==> src/design/pcat_pkg.sv <==
`default_nettype none
package pcat_pkg;
   // ----------------------------------------------------------------
   // register map
   // ----------------------------------------------------------------
   localparam logic [11:0] AREA5_CARD_BUS_TIMING_OFS = 12'h000;
   localparam logic [11:0] AREA6_CARD_BUS_TIMING_OFS = 12'h004;
   localparam logic [31:0] CFG_RESET = 32'h0000_0500;
   localparam logic [31:0] CFG_WRITE_MASK = 32'h0030_7fcf;

   // ----------------------------------------------------------------
   // field positions
   // ----------------------------------------------------------------
   localparam int ADDR_HOLD_LSB = 0;
   localparam int EXT_WAIT_MASK_BIT = 6;
   localparam int WAIT_COUNT_LSB = 7;
   localparam int STROBE_DELAY_LSB = 11;
   localparam int LOWER_SPACE_IO_BIT = 20;
   localparam int UPPER_SPACE_IO_BIT = 21;
   localparam int FIELD_W = 4;

   // ----------------------------------------------------------------
   // widths and timing
   // ----------------------------------------------------------------
   localparam int CNT_W = 7;
   localparam int CARD_ADDR_W = 26;
   localparam int CARD_DATA_W = 16;
   localparam int TOP_ADDRESS_BIT = 25;
   localparam int CLK_PERIOD_NS = 100;
   localparam logic [3:0] STROBE_DELAY_MAX_CODE = 4'h7;
   localparam logic [CNT_W-1:0] CNT_MAX = 7'h7f;

   typedef enum logic [1:0] {
      PCAT_IDLE,
      PCAT_SETUP,
      PCAT_STROBE,
      PCAT_HOLD
   } pcat_state_type;

   // access wait cycles per code
   function automatic logic [CNT_W-1:0] pcat_wait_cycles(input logic [3:0] code);
      logic [CNT_W-1:0] n;
      n = 7'h03;
      unique case (code)
         4'h0: n = 7'h03;
         4'h1: n = 7'h06;
         4'h2: n = 7'h09;
         4'h3: n = 7'h0c;
         4'h4: n = 7'h0f;
         4'h5: n = 7'h12;
         4'h6: n = 7'h16;
         4'h7: n = 7'h1a;
         4'h8: n = 7'h1e;
         4'h9: n = 7'h21;
         4'ha: n = 7'h24;
         4'hb: n = 7'h26;
         4'hc: n = 7'h34;
         4'hd: n = 7'h3c;
         4'he: n = 7'h40;
         4'hf: n = 7'h50;
      endcase
      return n;
   endfunction : pcat_wait_cycles

   // io card select from top address bit
   function automatic logic pcat_io_space(input logic [31:0] cfg, input logic top);
      return top ? cfg[UPPER_SPACE_IO_BIT] : cfg[LOWER_SPACE_IO_BIT];
   endfunction : pcat_io_space
endpackage : pcat_pkg
`default_nettype wire

==> src/design/pcat_timing.sv <==
`default_nettype none
module pcat_timing (
   input wire logic [31:0] cfg,
   output logic [6:0] delay_last,
   output logic [6:0] wait_last,
   output logic [6:0] hold_last,
   output logic ext_wait_mask
);
   logic [3:0] delay_code;
   logic [3:0] wait_code;
   logic [3:0] hold_code;

   // ----------------------------------------------------------------
   // field decode, last-cycle indices
   // ----------------------------------------------------------------
   always_comb begin
      delay_code = cfg[pcat_pkg::STROBE_DELAY_LSB +: pcat_pkg::FIELD_W];
      wait_code = cfg[pcat_pkg::WAIT_COUNT_LSB +: pcat_pkg::FIELD_W];
      hold_code = cfg[pcat_pkg::ADDR_HOLD_LSB +: pcat_pkg::FIELD_W];
      // RULE8: half cycle rounded up
      if (delay_code > pcat_pkg::STROBE_DELAY_MAX_CODE) begin
         delay_last = {3'h0, pcat_pkg::STROBE_DELAY_MAX_CODE};
      end else begin
         delay_last = {3'h0, delay_code};
      end
      // RULE1: wait table lookup
      wait_last = pcat_pkg::pcat_wait_cycles(wait_code) - 7'h01;
      // RULE6: hold half cycle rounded up
      hold_last = {3'h0, hold_code};
      // RULE3: mask bit decode
      ext_wait_mask = cfg[pcat_pkg::EXT_WAIT_MASK_BIT];
   end
endmodule : pcat_timing
`default_nettype wire

==> src/design/pcat_card_ctrl.sv <==
// Overview of operation
// RULE1: sixteen codes select 3 to 80 wait cycles
// RULE2: wait field resets 1010, others zero
// RULE3: mask clear honours wait, set ignores it
// RULE4: mask applies even with zero wait cycles
// RULE5: bits 5 and 4 read zero
// RULE6: address held n plus half cycles
// RULE7: hold 3:0, mask 6, wait 10:7
// RULE8: strobe delayed n plus half; 1xxx prohibited
// RULE9: bits 21/20 pick io card by top bit
// RULE10: asserted wait extends access until released
`default_nettype none
module pcat_card_ctrl (
   input wire logic pclk,
   input wire logic presetn,
   input wire logic psel,
   input wire logic penable,
   input wire logic pwrite,
   input wire logic [11:0] paddr,
   input wire logic [31:0] pwdata,
   output logic [31:0] prdata,
   output logic pready,
   output logic pslverr,
   input wire logic req_valid,
   input wire logic req_area6,
   input wire logic req_write,
   input wire logic [25:0] req_addr,
   input wire logic [15:0] req_wdata,
   output logic req_busy,
   output logic req_done,
   output logic [15:0] req_rdata,
   output logic [25:0] card_addr,
   output logic card_cs5_n,
   output logic card_cs6_n,
   output logic card_rd_n,
   output logic card_we_n,
   output logic [15:0] card_wdata,
   output logic card_wdata_oe,
   output logic card_io_space,
   input wire logic [15:0] card_rdata,
   input wire logic card_wait_n
);
   // ----------------------------------------------------------------
   // state
   // ----------------------------------------------------------------
   typedef struct packed {
      pcat_pkg::pcat_state_type state;
      logic [31:0] area5;
      logic [31:0] area6;
      logic [6:0] cnt;
      logic [31:0] prdata;
      logic pready;
      logic pslverr;
      logic area6_sel;
      logic write;
      logic [25:0] addr;
      logic [15:0] wdata;
      logic wdata_oe;
      logic cs5_n;
      logic cs6_n;
      logic rd_n;
      logic we_n;
      logic io_space;
      logic busy;
      logic done;
      logic [15:0] rdata;
   } pcat_regs_type;

   pcat_regs_type st_r;
   pcat_regs_type st_nxt;
   logic [31:0] cfg_cur;
   logic [6:0] delay_last;
   logic [6:0] wait_last;
   logic [6:0] hold_last;
   logic ext_mask;
   logic apb_wr;
   logic strobe_n;
   logic cs_n;

   // reserved bits read as zero
   function automatic logic [31:0] cfg_read(input logic [31:0] word);
      return word & pcat_pkg::CFG_WRITE_MASK;
   endfunction : cfg_read

   // prohibited strobe delay codes refused
   function automatic logic cfg_legal(input logic [31:0] word);
      return !word[pcat_pkg::STROBE_DELAY_LSB + 3];
   endfunction : cfg_legal

   assign cfg_cur = st_r.area6_sel ? st_r.area6 : st_r.area5;
   assign apb_wr = psel && penable && st_r.pready && pwrite && !st_r.pslverr;
   assign strobe_n = st_r.rd_n && st_r.we_n;
   assign cs_n = st_r.cs5_n && st_r.cs6_n;

   pcat_timing u_timing (
      .cfg(cfg_cur),
      .delay_last(delay_last),
      .wait_last(wait_last),
      .hold_last(hold_last),
      .ext_wait_mask(ext_mask)
   );

   // ----------------------------------------------------------------
   // next state
   // ----------------------------------------------------------------
   always_comb begin
      st_nxt = st_r;
      st_nxt.pready = 1'b0;
      st_nxt.pslverr = 1'b0;
      st_nxt.done = 1'b0;
      // apb setup phase: decode, answer next cycle
      if (psel && !penable && !st_r.pready) begin
         st_nxt.pready = 1'b1;
         st_nxt.prdata = 32'h0000_0000;
         if (paddr == pcat_pkg::AREA5_CARD_BUS_TIMING_OFS) begin
            // RULE5: reserved read zero
            st_nxt.prdata = cfg_read(st_r.area5);
            st_nxt.pslverr = pwrite && !cfg_legal(pwdata);
         end else if (paddr == pcat_pkg::AREA6_CARD_BUS_TIMING_OFS) begin
            st_nxt.prdata = cfg_read(st_r.area6);
            // RULE8: prohibited code refused
            st_nxt.pslverr = pwrite && !cfg_legal(pwdata);
         end else begin
            st_nxt.pslverr = 1'b1;
         end
      end else if (psel && penable && st_r.pready) begin
         st_nxt.prdata = 32'h0000_0000;
      end
      // RULE7: field placement on write
      if (apb_wr && paddr == pcat_pkg::AREA5_CARD_BUS_TIMING_OFS) begin
         st_nxt.area5 = pwdata & pcat_pkg::CFG_WRITE_MASK;
      end
      if (apb_wr && paddr == pcat_pkg::AREA6_CARD_BUS_TIMING_OFS) begin
         st_nxt.area6 = pwdata & pcat_pkg::CFG_WRITE_MASK;
      end
      // card access sequencer
      unique case (st_r.state)
         pcat_pkg::PCAT_IDLE: begin
            if (req_valid) begin
               st_nxt.state = pcat_pkg::PCAT_SETUP;
               st_nxt.cnt = 7'h00;
               st_nxt.area6_sel = req_area6;
               st_nxt.write = req_write;
               st_nxt.addr = req_addr;
               st_nxt.wdata = req_wdata;
               st_nxt.wdata_oe = req_write;
               st_nxt.cs5_n = req_area6;
               st_nxt.cs6_n = !req_area6;
               st_nxt.busy = 1'b1;
               // RULE9: io or memory card
               st_nxt.io_space = pcat_pkg::pcat_io_space(req_area6 ? st_r.area6 : st_r.area5,
                                                         req_addr[pcat_pkg::TOP_ADDRESS_BIT]);
            end
         end
         pcat_pkg::PCAT_SETUP: begin
            // RULE8: address to strobe delay
            if (st_r.cnt >= delay_last) begin
               st_nxt.state = pcat_pkg::PCAT_STROBE;
               st_nxt.cnt = 7'h00;
               st_nxt.rd_n = st_r.write;
               st_nxt.we_n = !st_r.write;
            end else begin
               st_nxt.cnt = st_r.cnt + 7'h01;
            end
         end
         pcat_pkg::PCAT_STROBE: begin
            // RULE1: programmed wait cycles
            // RULE3: external wait gated by mask
            // RULE4: mask honoured for any count
            // RULE10: wait extends strobe
            if (st_r.cnt >= wait_last && (ext_mask || card_wait_n)) begin
               st_nxt.state = pcat_pkg::PCAT_HOLD;
               st_nxt.cnt = 7'h00;
               st_nxt.rd_n = 1'b1;
               st_nxt.we_n = 1'b1;
               if (!st_r.write) begin
                  st_nxt.rdata = card_rdata;
               end
            end else if (st_r.cnt != pcat_pkg::CNT_MAX) begin
               st_nxt.cnt = st_r.cnt + 7'h01;
            end
         end
         pcat_pkg::PCAT_HOLD: begin
            // RULE6: address hold after strobe
            if (st_r.cnt >= hold_last) begin
               st_nxt.state = pcat_pkg::PCAT_IDLE;
               st_nxt.cnt = 7'h00;
               st_nxt.cs5_n = 1'b1;
               st_nxt.cs6_n = 1'b1;
               st_nxt.wdata_oe = 1'b0;
               st_nxt.busy = 1'b0;
               st_nxt.done = 1'b1;
            end else begin
               st_nxt.cnt = st_r.cnt + 7'h01;
            end
         end
      endcase
   end

   // ----------------------------------------------------------------
   // registers
   // ----------------------------------------------------------------
   always_ff @(posedge pclk or negedge presetn) begin
      if (!presetn) begin
         st_r <= '0;
         st_r.state <= pcat_pkg::PCAT_IDLE;
         // RULE2: reset values
         st_r.area5 <= pcat_pkg::CFG_RESET;
         st_r.area6 <= pcat_pkg::CFG_RESET;
         st_r.cs5_n <= 1'b1;
         st_r.cs6_n <= 1'b1;
         st_r.rd_n <= 1'b1;
         st_r.we_n <= 1'b1;
      end else begin
         st_r <= st_nxt;
      end
   end

   assign prdata = st_r.prdata;
   assign pready = st_r.pready;
   assign pslverr = st_r.pslverr;
   assign req_busy = st_r.busy;
   assign req_done = st_r.done;
   assign req_rdata = st_r.rdata;
   assign card_addr = st_r.addr;
   assign card_cs5_n = st_r.cs5_n;
   assign card_cs6_n = st_r.cs6_n;
   assign card_rd_n = st_r.rd_n;
   assign card_we_n = st_r.we_n;
   assign card_wdata = st_r.wdata;
   assign card_wdata_oe = st_r.wdata_oe;
   assign card_io_space = st_r.io_space;
endmodule : pcat_card_ctrl
`default_nettype wire

==> config.mk <==
export PLATFORM = sky130hd
export DESIGN_NAME = pcat_card_ctrl
export DESIGN_NICKNAME = d
export VERILOG_FILES = /design/src/design/pcat_pkg.sv /design/src/design/pcat_timing.sv /design/src/design/pcat_card_ctrl.sv
export SDC_FILE = /design/constraint.sdc
export NUM_CORES = 1
export LEC_CHECK = 0
export ABC_AREA = 1
export BUFFER_PORTS_ARGS = -buffer_cell sky130_fd_sc_hd__buf_4
export CAP_MARGIN = 20
export CORE_ASPECT_RATIO = 0.7
export CORE_UTILIZATION = 30
export CTS_BUF_LIST = sky130_fd_sc_hd__clkbuf_8 sky130_fd_sc_hd__clkbuf_16
export DETAILED_ROUTE_END_ITERATION = 7
export PLACE_DENSITY = 0.61
export SLEW_MARGIN = 30
export SYNTH_ARGS = -nofsm -noshare
export SYNTH_HDL_FRONTEND = slang
export SYNTH_HIERARCHICAL = 1
export SYNTH_SLANG_ARGS = --single-unit
export TNS_END_PERCENT = 50
==> constraint.sdc <==
create_clock -name pclk -period 10.1 [get_ports pclk]
set_clock_uncertainty 0.15 [all_clocks]
set_input_delay 1.515 -clock pclk [delete_from_list [all_inputs] [get_ports pclk]]
set_output_delay 1.515 -clock pclk [all_outputs]
set_load 0.05 [all_outputs]
==> flow_summary.yaml, run 1 <==
route:
  drtAntennaViolNets: 0
  dr.first_iter.drc_count: 309
  route.detailed.drc: 0
  drtPass1Iterations: 5
  wl_um: 15870
  route.vias.total: 5619
  drt-vias-per-instance: 4.159
  routedWlPerCell_um: 11.75
final_layout:
  multiInputGateArea_sq_um: 2839
  drive_gt1_frac: 0.2575
  seq_area_sq_um: 3113
  layout.nets: 1163
  fin_util: 0.3699
  syn2layout_area_growth_pct: 21.26
  n_antenna_cell: 0
  fillers: 2475
pwr:
  switching_share: 0.4523
  combPwrFrac: 0.442
  p_sw_mw: 1.069
  ir_drop_uv: 157.9
  seqPwrFrac: 0.304
  power_frac_clock: 0.254
  p_int_mw: 1.294
  leakage_nw: 4.643
  power_density_nw_per_um2: 270.2
synth:
  yosysWarnings: 6
  syn-cell-area_sq_um: 7211
  syn_area_per_cell_sq_um: 7.804
  syn_inst: 924
timing:
  rsz0062_at_grt: "no"
  fin_tns_setup_ns: 0
  period_minus_slack_ns: 4.036
  maxSlewHeadroom: 0.4925
  tightest_slew_ns: 0.7612
  fmaxAchievable_mhz: 247.8
  setup_viol: 0
  hold_viol: 0
  slew_violations: 0
  period_share: 0.3996
clock_network:
  cts_setup_buffers: 0
  hold_buffers: 0
  tritoncts: "done"
  ctsLongestPathBuffers: 2
  insertion_delay_ns: 0.42
  clock-sinks: 124
  cts_inserted_buffers: 17
  cts_root_buf: "clkbuf_16"
  clk_pin_slew_worst_paths_ns: 0.06
  cts-resized-gates: 0
  h-tree-depth: 4
floorplan:
  die-area_sq_um: 24670
  die_y_um: 131.7
  start_util: 0.3050
  die_w_um: 187.3
  io_pins: 211
  core_sq_um: 23640
  rows: 47
grt:
  grt_max_degree: 68
  grt.overflow.total: 0
  first_global_vias: 5476
  antenna_found_initial: 0
  grt_use_total: 0.1358
  grt_pass1_wl_um: 26990
hold_path:
  min_path_type: "reg -> reg"
job:
  drv_cap: 0
placed_design:
  place_congestion: 0.7803
  dp_hpwl_um: 11400
  io_buffers: 176
run_status:
  status: "complete, no violations"
critical_path:
  worstSetupPathType: "reg -> reg"
  crit_path_max_fanout: 27
  critPathRequiredTime_ns: 10.25
  endpoint_kind: "flop"
  crit_arrival_ns: 4.18
  cp-start-kind: "flop"
-- layer usage --
| layer | vias to the layer above | track usage | routed length (um) |
|---|---|---|---|
| met4 | 0 | 0.03279 | 94 |
| met5 | - | 0 | 0 |
| met2 | 115 | 0.2133 | 7210 |
| li1 | 2918 | - | - |
| met3 | 9 | 0.04380 | 941 |
| met1 | 2577 | 0.1805 | 7621 |
-- per-stage QoR --
step                hold WS [ns]  power (mW)  cell area, sq um  setup slack [ns]  std cells
floorplan                 0.3000       1.614              7293             6.523        946
global placement          0.3036       1.768              8155             6.073       1319
detailed placement        0.3085       1.779              8155             6.085       1319
CTS                       0.3179       2.393              8740             6.043       1351
global route              0.3413       2.506              8743             5.583       1351
finish                    0.3201       2.362              8743             6.064       1351
-- power groups by stage --
stage / Combinational [mW] / Clock (mW) / Sequential, mW
floorplan: 0.861 / 0 / 0.752
global placement: 1.05 / 0 / 0.721
detailed placement: 1.06 / 0 / 0.723
CTS: 1.06 / 0.619 / 0.718
global route: 1.13 / 0.640 / 0.736
finish: 1.04 / 0.600 / 0.718
-- sequential cells by signal, summed over array words and instances (netlist names) --
signal,count
card_cs5_n,1
st_r,41
prdata,15
card_rd_n,1
req_busy,1
pslverr,1
card_io_space,1
pready,1
card_wdata_oe,1
req_done,1
card_cs6_n,1
card_wdata,16
card_addr,26
req_rdata,16
card_we_n,1
-- worst max-delay path, stage by stage (launching register included) --
cell	delay (ns)
dfrtp_1	0.36
buf_4	0.21
o21ai_0	0.55
inv_1	0.21
ha_1	0.27
o21ai_0	0.16
nand2_1	0.06
nand2_1	0.09
ha_1	0.21
nand3_2	0.12
nor2_4	0.11
nand3_1	0.07
nand2_1	0.07
inv_1	0.04
ha_1	0.27
nand2_1	0.07
nor2_1	0.10
nand2_1	0.05
nand2_1	0.08
nand2_1	0.08
nand2_1	0.10
nand3_2	0.20
o21ai_0	0.21
nand2_1	0.07
-- final timing paths --
| path | startpoint | end | cells past startpoint | slack [ns] |
|---|---|---|---|---|
| setup / recovery | st_r[67] | st_r[174] | 23 | 6.06 |
| hold / removal | card_we_n | card_we_n | 2 | 0.32 |
| setup reg to reg | st_r[67] | st_r[174] | 23 | 6.06 |
| hold reg to reg | card_we_n | card_we_n | 2 | 0.32 |
| max in group asynchronous | presetn | req_rdata[15] | 2 | 7.67 |
| min in group asynchronous | presetn | prdata[20] | 1 | 1.03 |
-- placed cells by master (no fill, tap or decap), drive strengths merged --
cell type	instances
nand2	346
dfstp	8
a22oi	1
ha	32
a21oi	13
xor2	2
conb	24
a31o	1
nor3b	2
nor4	2
dfrtp	116
nand3b	2
nor3	1
clkinv	4
or2	6
a21boi	1
a31oi	1
nor2	32
nand4	4
nand3	22
clkinvlp	5
o22ai	2
xnor2	1
o21ai	88
inv	113
clkbuf	19
bufinv	1
buf	184
-- final cells by class --
class,count,area share
Multi-Input combinational cell,583,0.3247
Timing Repair Buffer,184,0.1584
Tap cell,318,0.04551
Clock buffer,19,0.05180
Inverter,110,0.04851
Sequential cell,124,0.3560
Clock inverter,13,0.01503
(Power assumes the default switching activity.)
==> inputs of run 2 (changes only) <==
--- a/config.mk
+++ b/config.mk
@@ -5,14 +5,14 @@
 export SDC_FILE = /design/constraint.sdc
 export NUM_CORES = 1
 export LEC_CHECK = 0
-export ABC_AREA = 1
+export ABC_AREA = 0
 export BUFFER_PORTS_ARGS = -buffer_cell sky130_fd_sc_hd__buf_4
 export CAP_MARGIN = 20
 export CORE_ASPECT_RATIO = 0.7
 export CORE_UTILIZATION = 30
 export CTS_BUF_LIST = sky130_fd_sc_hd__clkbuf_8 sky130_fd_sc_hd__clkbuf_16
 export DETAILED_ROUTE_END_ITERATION = 7
-export PLACE_DENSITY = 0.61
+export PLACE_DENSITY = 0.63
 export SLEW_MARGIN = 30
 export SYNTH_ARGS = -nofsm -noshare
 export SYNTH_HDL_FRONTEND = slang
==> constraint.sdc (replaced) <==
create_clock -name pclk -period 3.3 [get_ports pclk]
set_clock_uncertainty 0.15 [all_clocks]
set_input_delay 0.495 -clock pclk [delete_from_list [all_inputs] [get_ports pclk]]
set_output_delay 0.495 -clock pclk [all_outputs]
set_load 0.05 [all_outputs]
==> run 2 against run 1 <==
The run now ends with negative setup slack left. Wire length up 0.20%. Count of clock-buffer cells in the layout unchanged. Final area up 3.8%. Non-clock buffer count up 39.
==> flow_summary.yaml, run 2 <==
final_layout:
  drive_gt1_frac: 0.5218
  fillers: 2189
  final_common_cell: "buf_4"
  largest_reg_flops: 41
  fin_util: 0.4014
  layout_common_cells: "217 x buf_4, 115 x dfrtp_1, 69 x mux2_2"
  syn2layout_area_growth_pct: 31.64
  postLayoutCellArea_sq_um: 9079
  regMostFlops: "st_r"
  layout.nets: 887
grt:
  grt_pass1_wl_um: 24600
  grt.overflow.total: 0
  grt_max_degree: 125
  grtUsageMet1: 0.1814
  grt_use_total: 0.1366
  grt_use_met2: 0.2109
  met3_usage: 0.03765
  busiest_layer: "met2"
  first_global_vias: 4632
  antenna_found_initial: 1
floorplan:
  io_pins: 211
  rows: 46
  start_util: 0.3049
  die-area_sq_um: 23610
  die_y_um: 128.9
  core_sq_um: 22620
  die_w_um: 183.2
critical_path:
  crit_path_max_fanout: 8
  startpoint: "st_r[67]"
  endpoint_kind: "flop"
  critPathCapture: "req_rdata[6]"
  cp-start-kind: "flop"
  worstSetupPathType: "reg -> reg"
  crit_arrival_ns: 4.55
  rrSetupSlack_ns: -1.11
  critPathRequiredTime_ns: 3.45
  r2r_cells: 18
  timing.rr.start: "st_r[67]"
  r2r-end: "req_rdata[6]"
route:
  dr.first_iter.drc_count: 166
  drtPass1Iterations: 5
  route.vias.total: 4719
  drtAntennaViolNets: 0
  routedWlPerCell_um: 14.86
  route.detailed.drc: 0
  drt-vias-per-instance: 4.410
  wl_um: 15900
clock_network:
  clk_pin_slew_worst_paths_ns: 0.06
  ctsLongestPathBuffers: 2
  cts_inserted_buffers: 17
  insertion_delay_ns: 0.42
  tritoncts: "done"
  h-tree-depth: 4
  clock-sinks: 124
  cts_root_buf: "clkbuf_16"
  hold_buffers: 0
job:
  drv_cap: 0
pwr:
  design_power_total_mw: 7.797
  power_density_nw_per_um2: 858.9
  leakage_nw: 4.304
  ir_drop_uv: 447.2
placed_design:
  dp_slack_ns: -1.244
  dp_hpwl_um: 11240
  io_buffers: 176
  place_area_sq_um: 8235
  place_congestion: 0.8564
run_status:
  status: "finished with violations"
  violations: "negative setup slack"
timing:
  rsz0062_at_grt: "yes"
  tightest_slew_ns: 0.9162
  timing.hold.ws_ns: 0.02346
  maxSlewHeadroom: 0.3855
  fmaxAchievable_mhz: 227.0
  setup_viol: 27
  period_minus_slack_ns: 4.406
  hold_viol: 0
  period_share: 1.335
  slew_violations: 0
  worst_slack_ns: -1.106
hold_path:
  min_path_type: "in -> async"
synth:
  syn_inst: 600
  syn-cell-area_sq_um: 6897
  yosysWarnings: 6
  syn_area_per_cell_sq_um: 11.49
[run 2: what timing repair did]
action                                  CTS  global route
endpoints found under the setup margin   27            27
setup buffers                             4             1
gates resized for setup                  15            12
pin swaps                                 2             9
gates cloned                              0             1
[run 2: per-layer routing]
metal / up-vias / share of wire
met1: 2327 / 0.47
met4: 0 / 0.017
li1: 2261 / -
met3: 19 / 0.052
met5: - / 0
met2: 112 / 0.46
[run 2: final cells by class]
| cell class | instances | area [sq um] | share of cell area |
|---|---|---|---|
| repair buffers | 223 | 1728 | 0.1903 |
| flip-flops and latches | 124 | 3114 | 0.3430 |
| clock buffers | 19 | 452.9 | 0.04989 |
| inverters | 33 | 123.9 | 0.01364 |
| multi-input cells | 345 | 3054 | 0.3364 |
| diodes | 1 | 2.502 | 0.0002756 |
| clock inverters | 13 | 212.7 | 0.02343 |
| well taps | 312 | 390.4 | 0.04300 |
[run 2: worst min path at each step]
stage | start | endpoint | cells after the start
2_1_floorplan | presetn | card_addr[0] | 0
3_3_place_gp | prdata[7] | prdata[7] | 2
3_5_place_dp | req_busy | req_busy | 1
6_report | presetn | card_addr[12] | 2
4_1_cts | presetn | card_addr[16] | 2
5_1_grt | presetn | prdata[9] | 2
[run 2: power breakdown]
| group | switching, mW | internal [mW] | total (mW) |
|---|---|---|---|
| registers | 0.252 | 1.97 | 2.22 |
| clock network | 0.740 | 1.39 | 2.13 |
| logic | 2.19 | 1.26 | 3.45 |
| total | 3.18 | 4.61 | 7.80 |
[run 2: worst max-delay path, stage by stage, from the launching register on]
cell	delay, ns
dfrtp_2	0.45
mux2_4	0.33
ha_4	0.15
and2_4	0.14
o21a_1	0.20
a31oi_4	0.20
ha_4	0.18
o21ai_2	0.05
a2111o_1	0.31
a222oi_1	0.38
xnor2_1	0.17
inv_1	0.05
ha_1	0.29
o211ai_1	0.13
o22ai_2	0.28
a21oi_2	0.07
nor3_4	0.23
clkbuf_16	0.22
mux2_4	0.30
[run 2: per-stage QoR]
step | instances | TNS (ns)
6_report | 1070 | -28.22
5_1_grt | 1069 | -32.34
4_1_cts | 1067 | -27.12
3_5_place_dp | 1031 | -28.85
3_3_place_gp | 1031 | -24.83
2_1_floorplan | 622 | -27.69
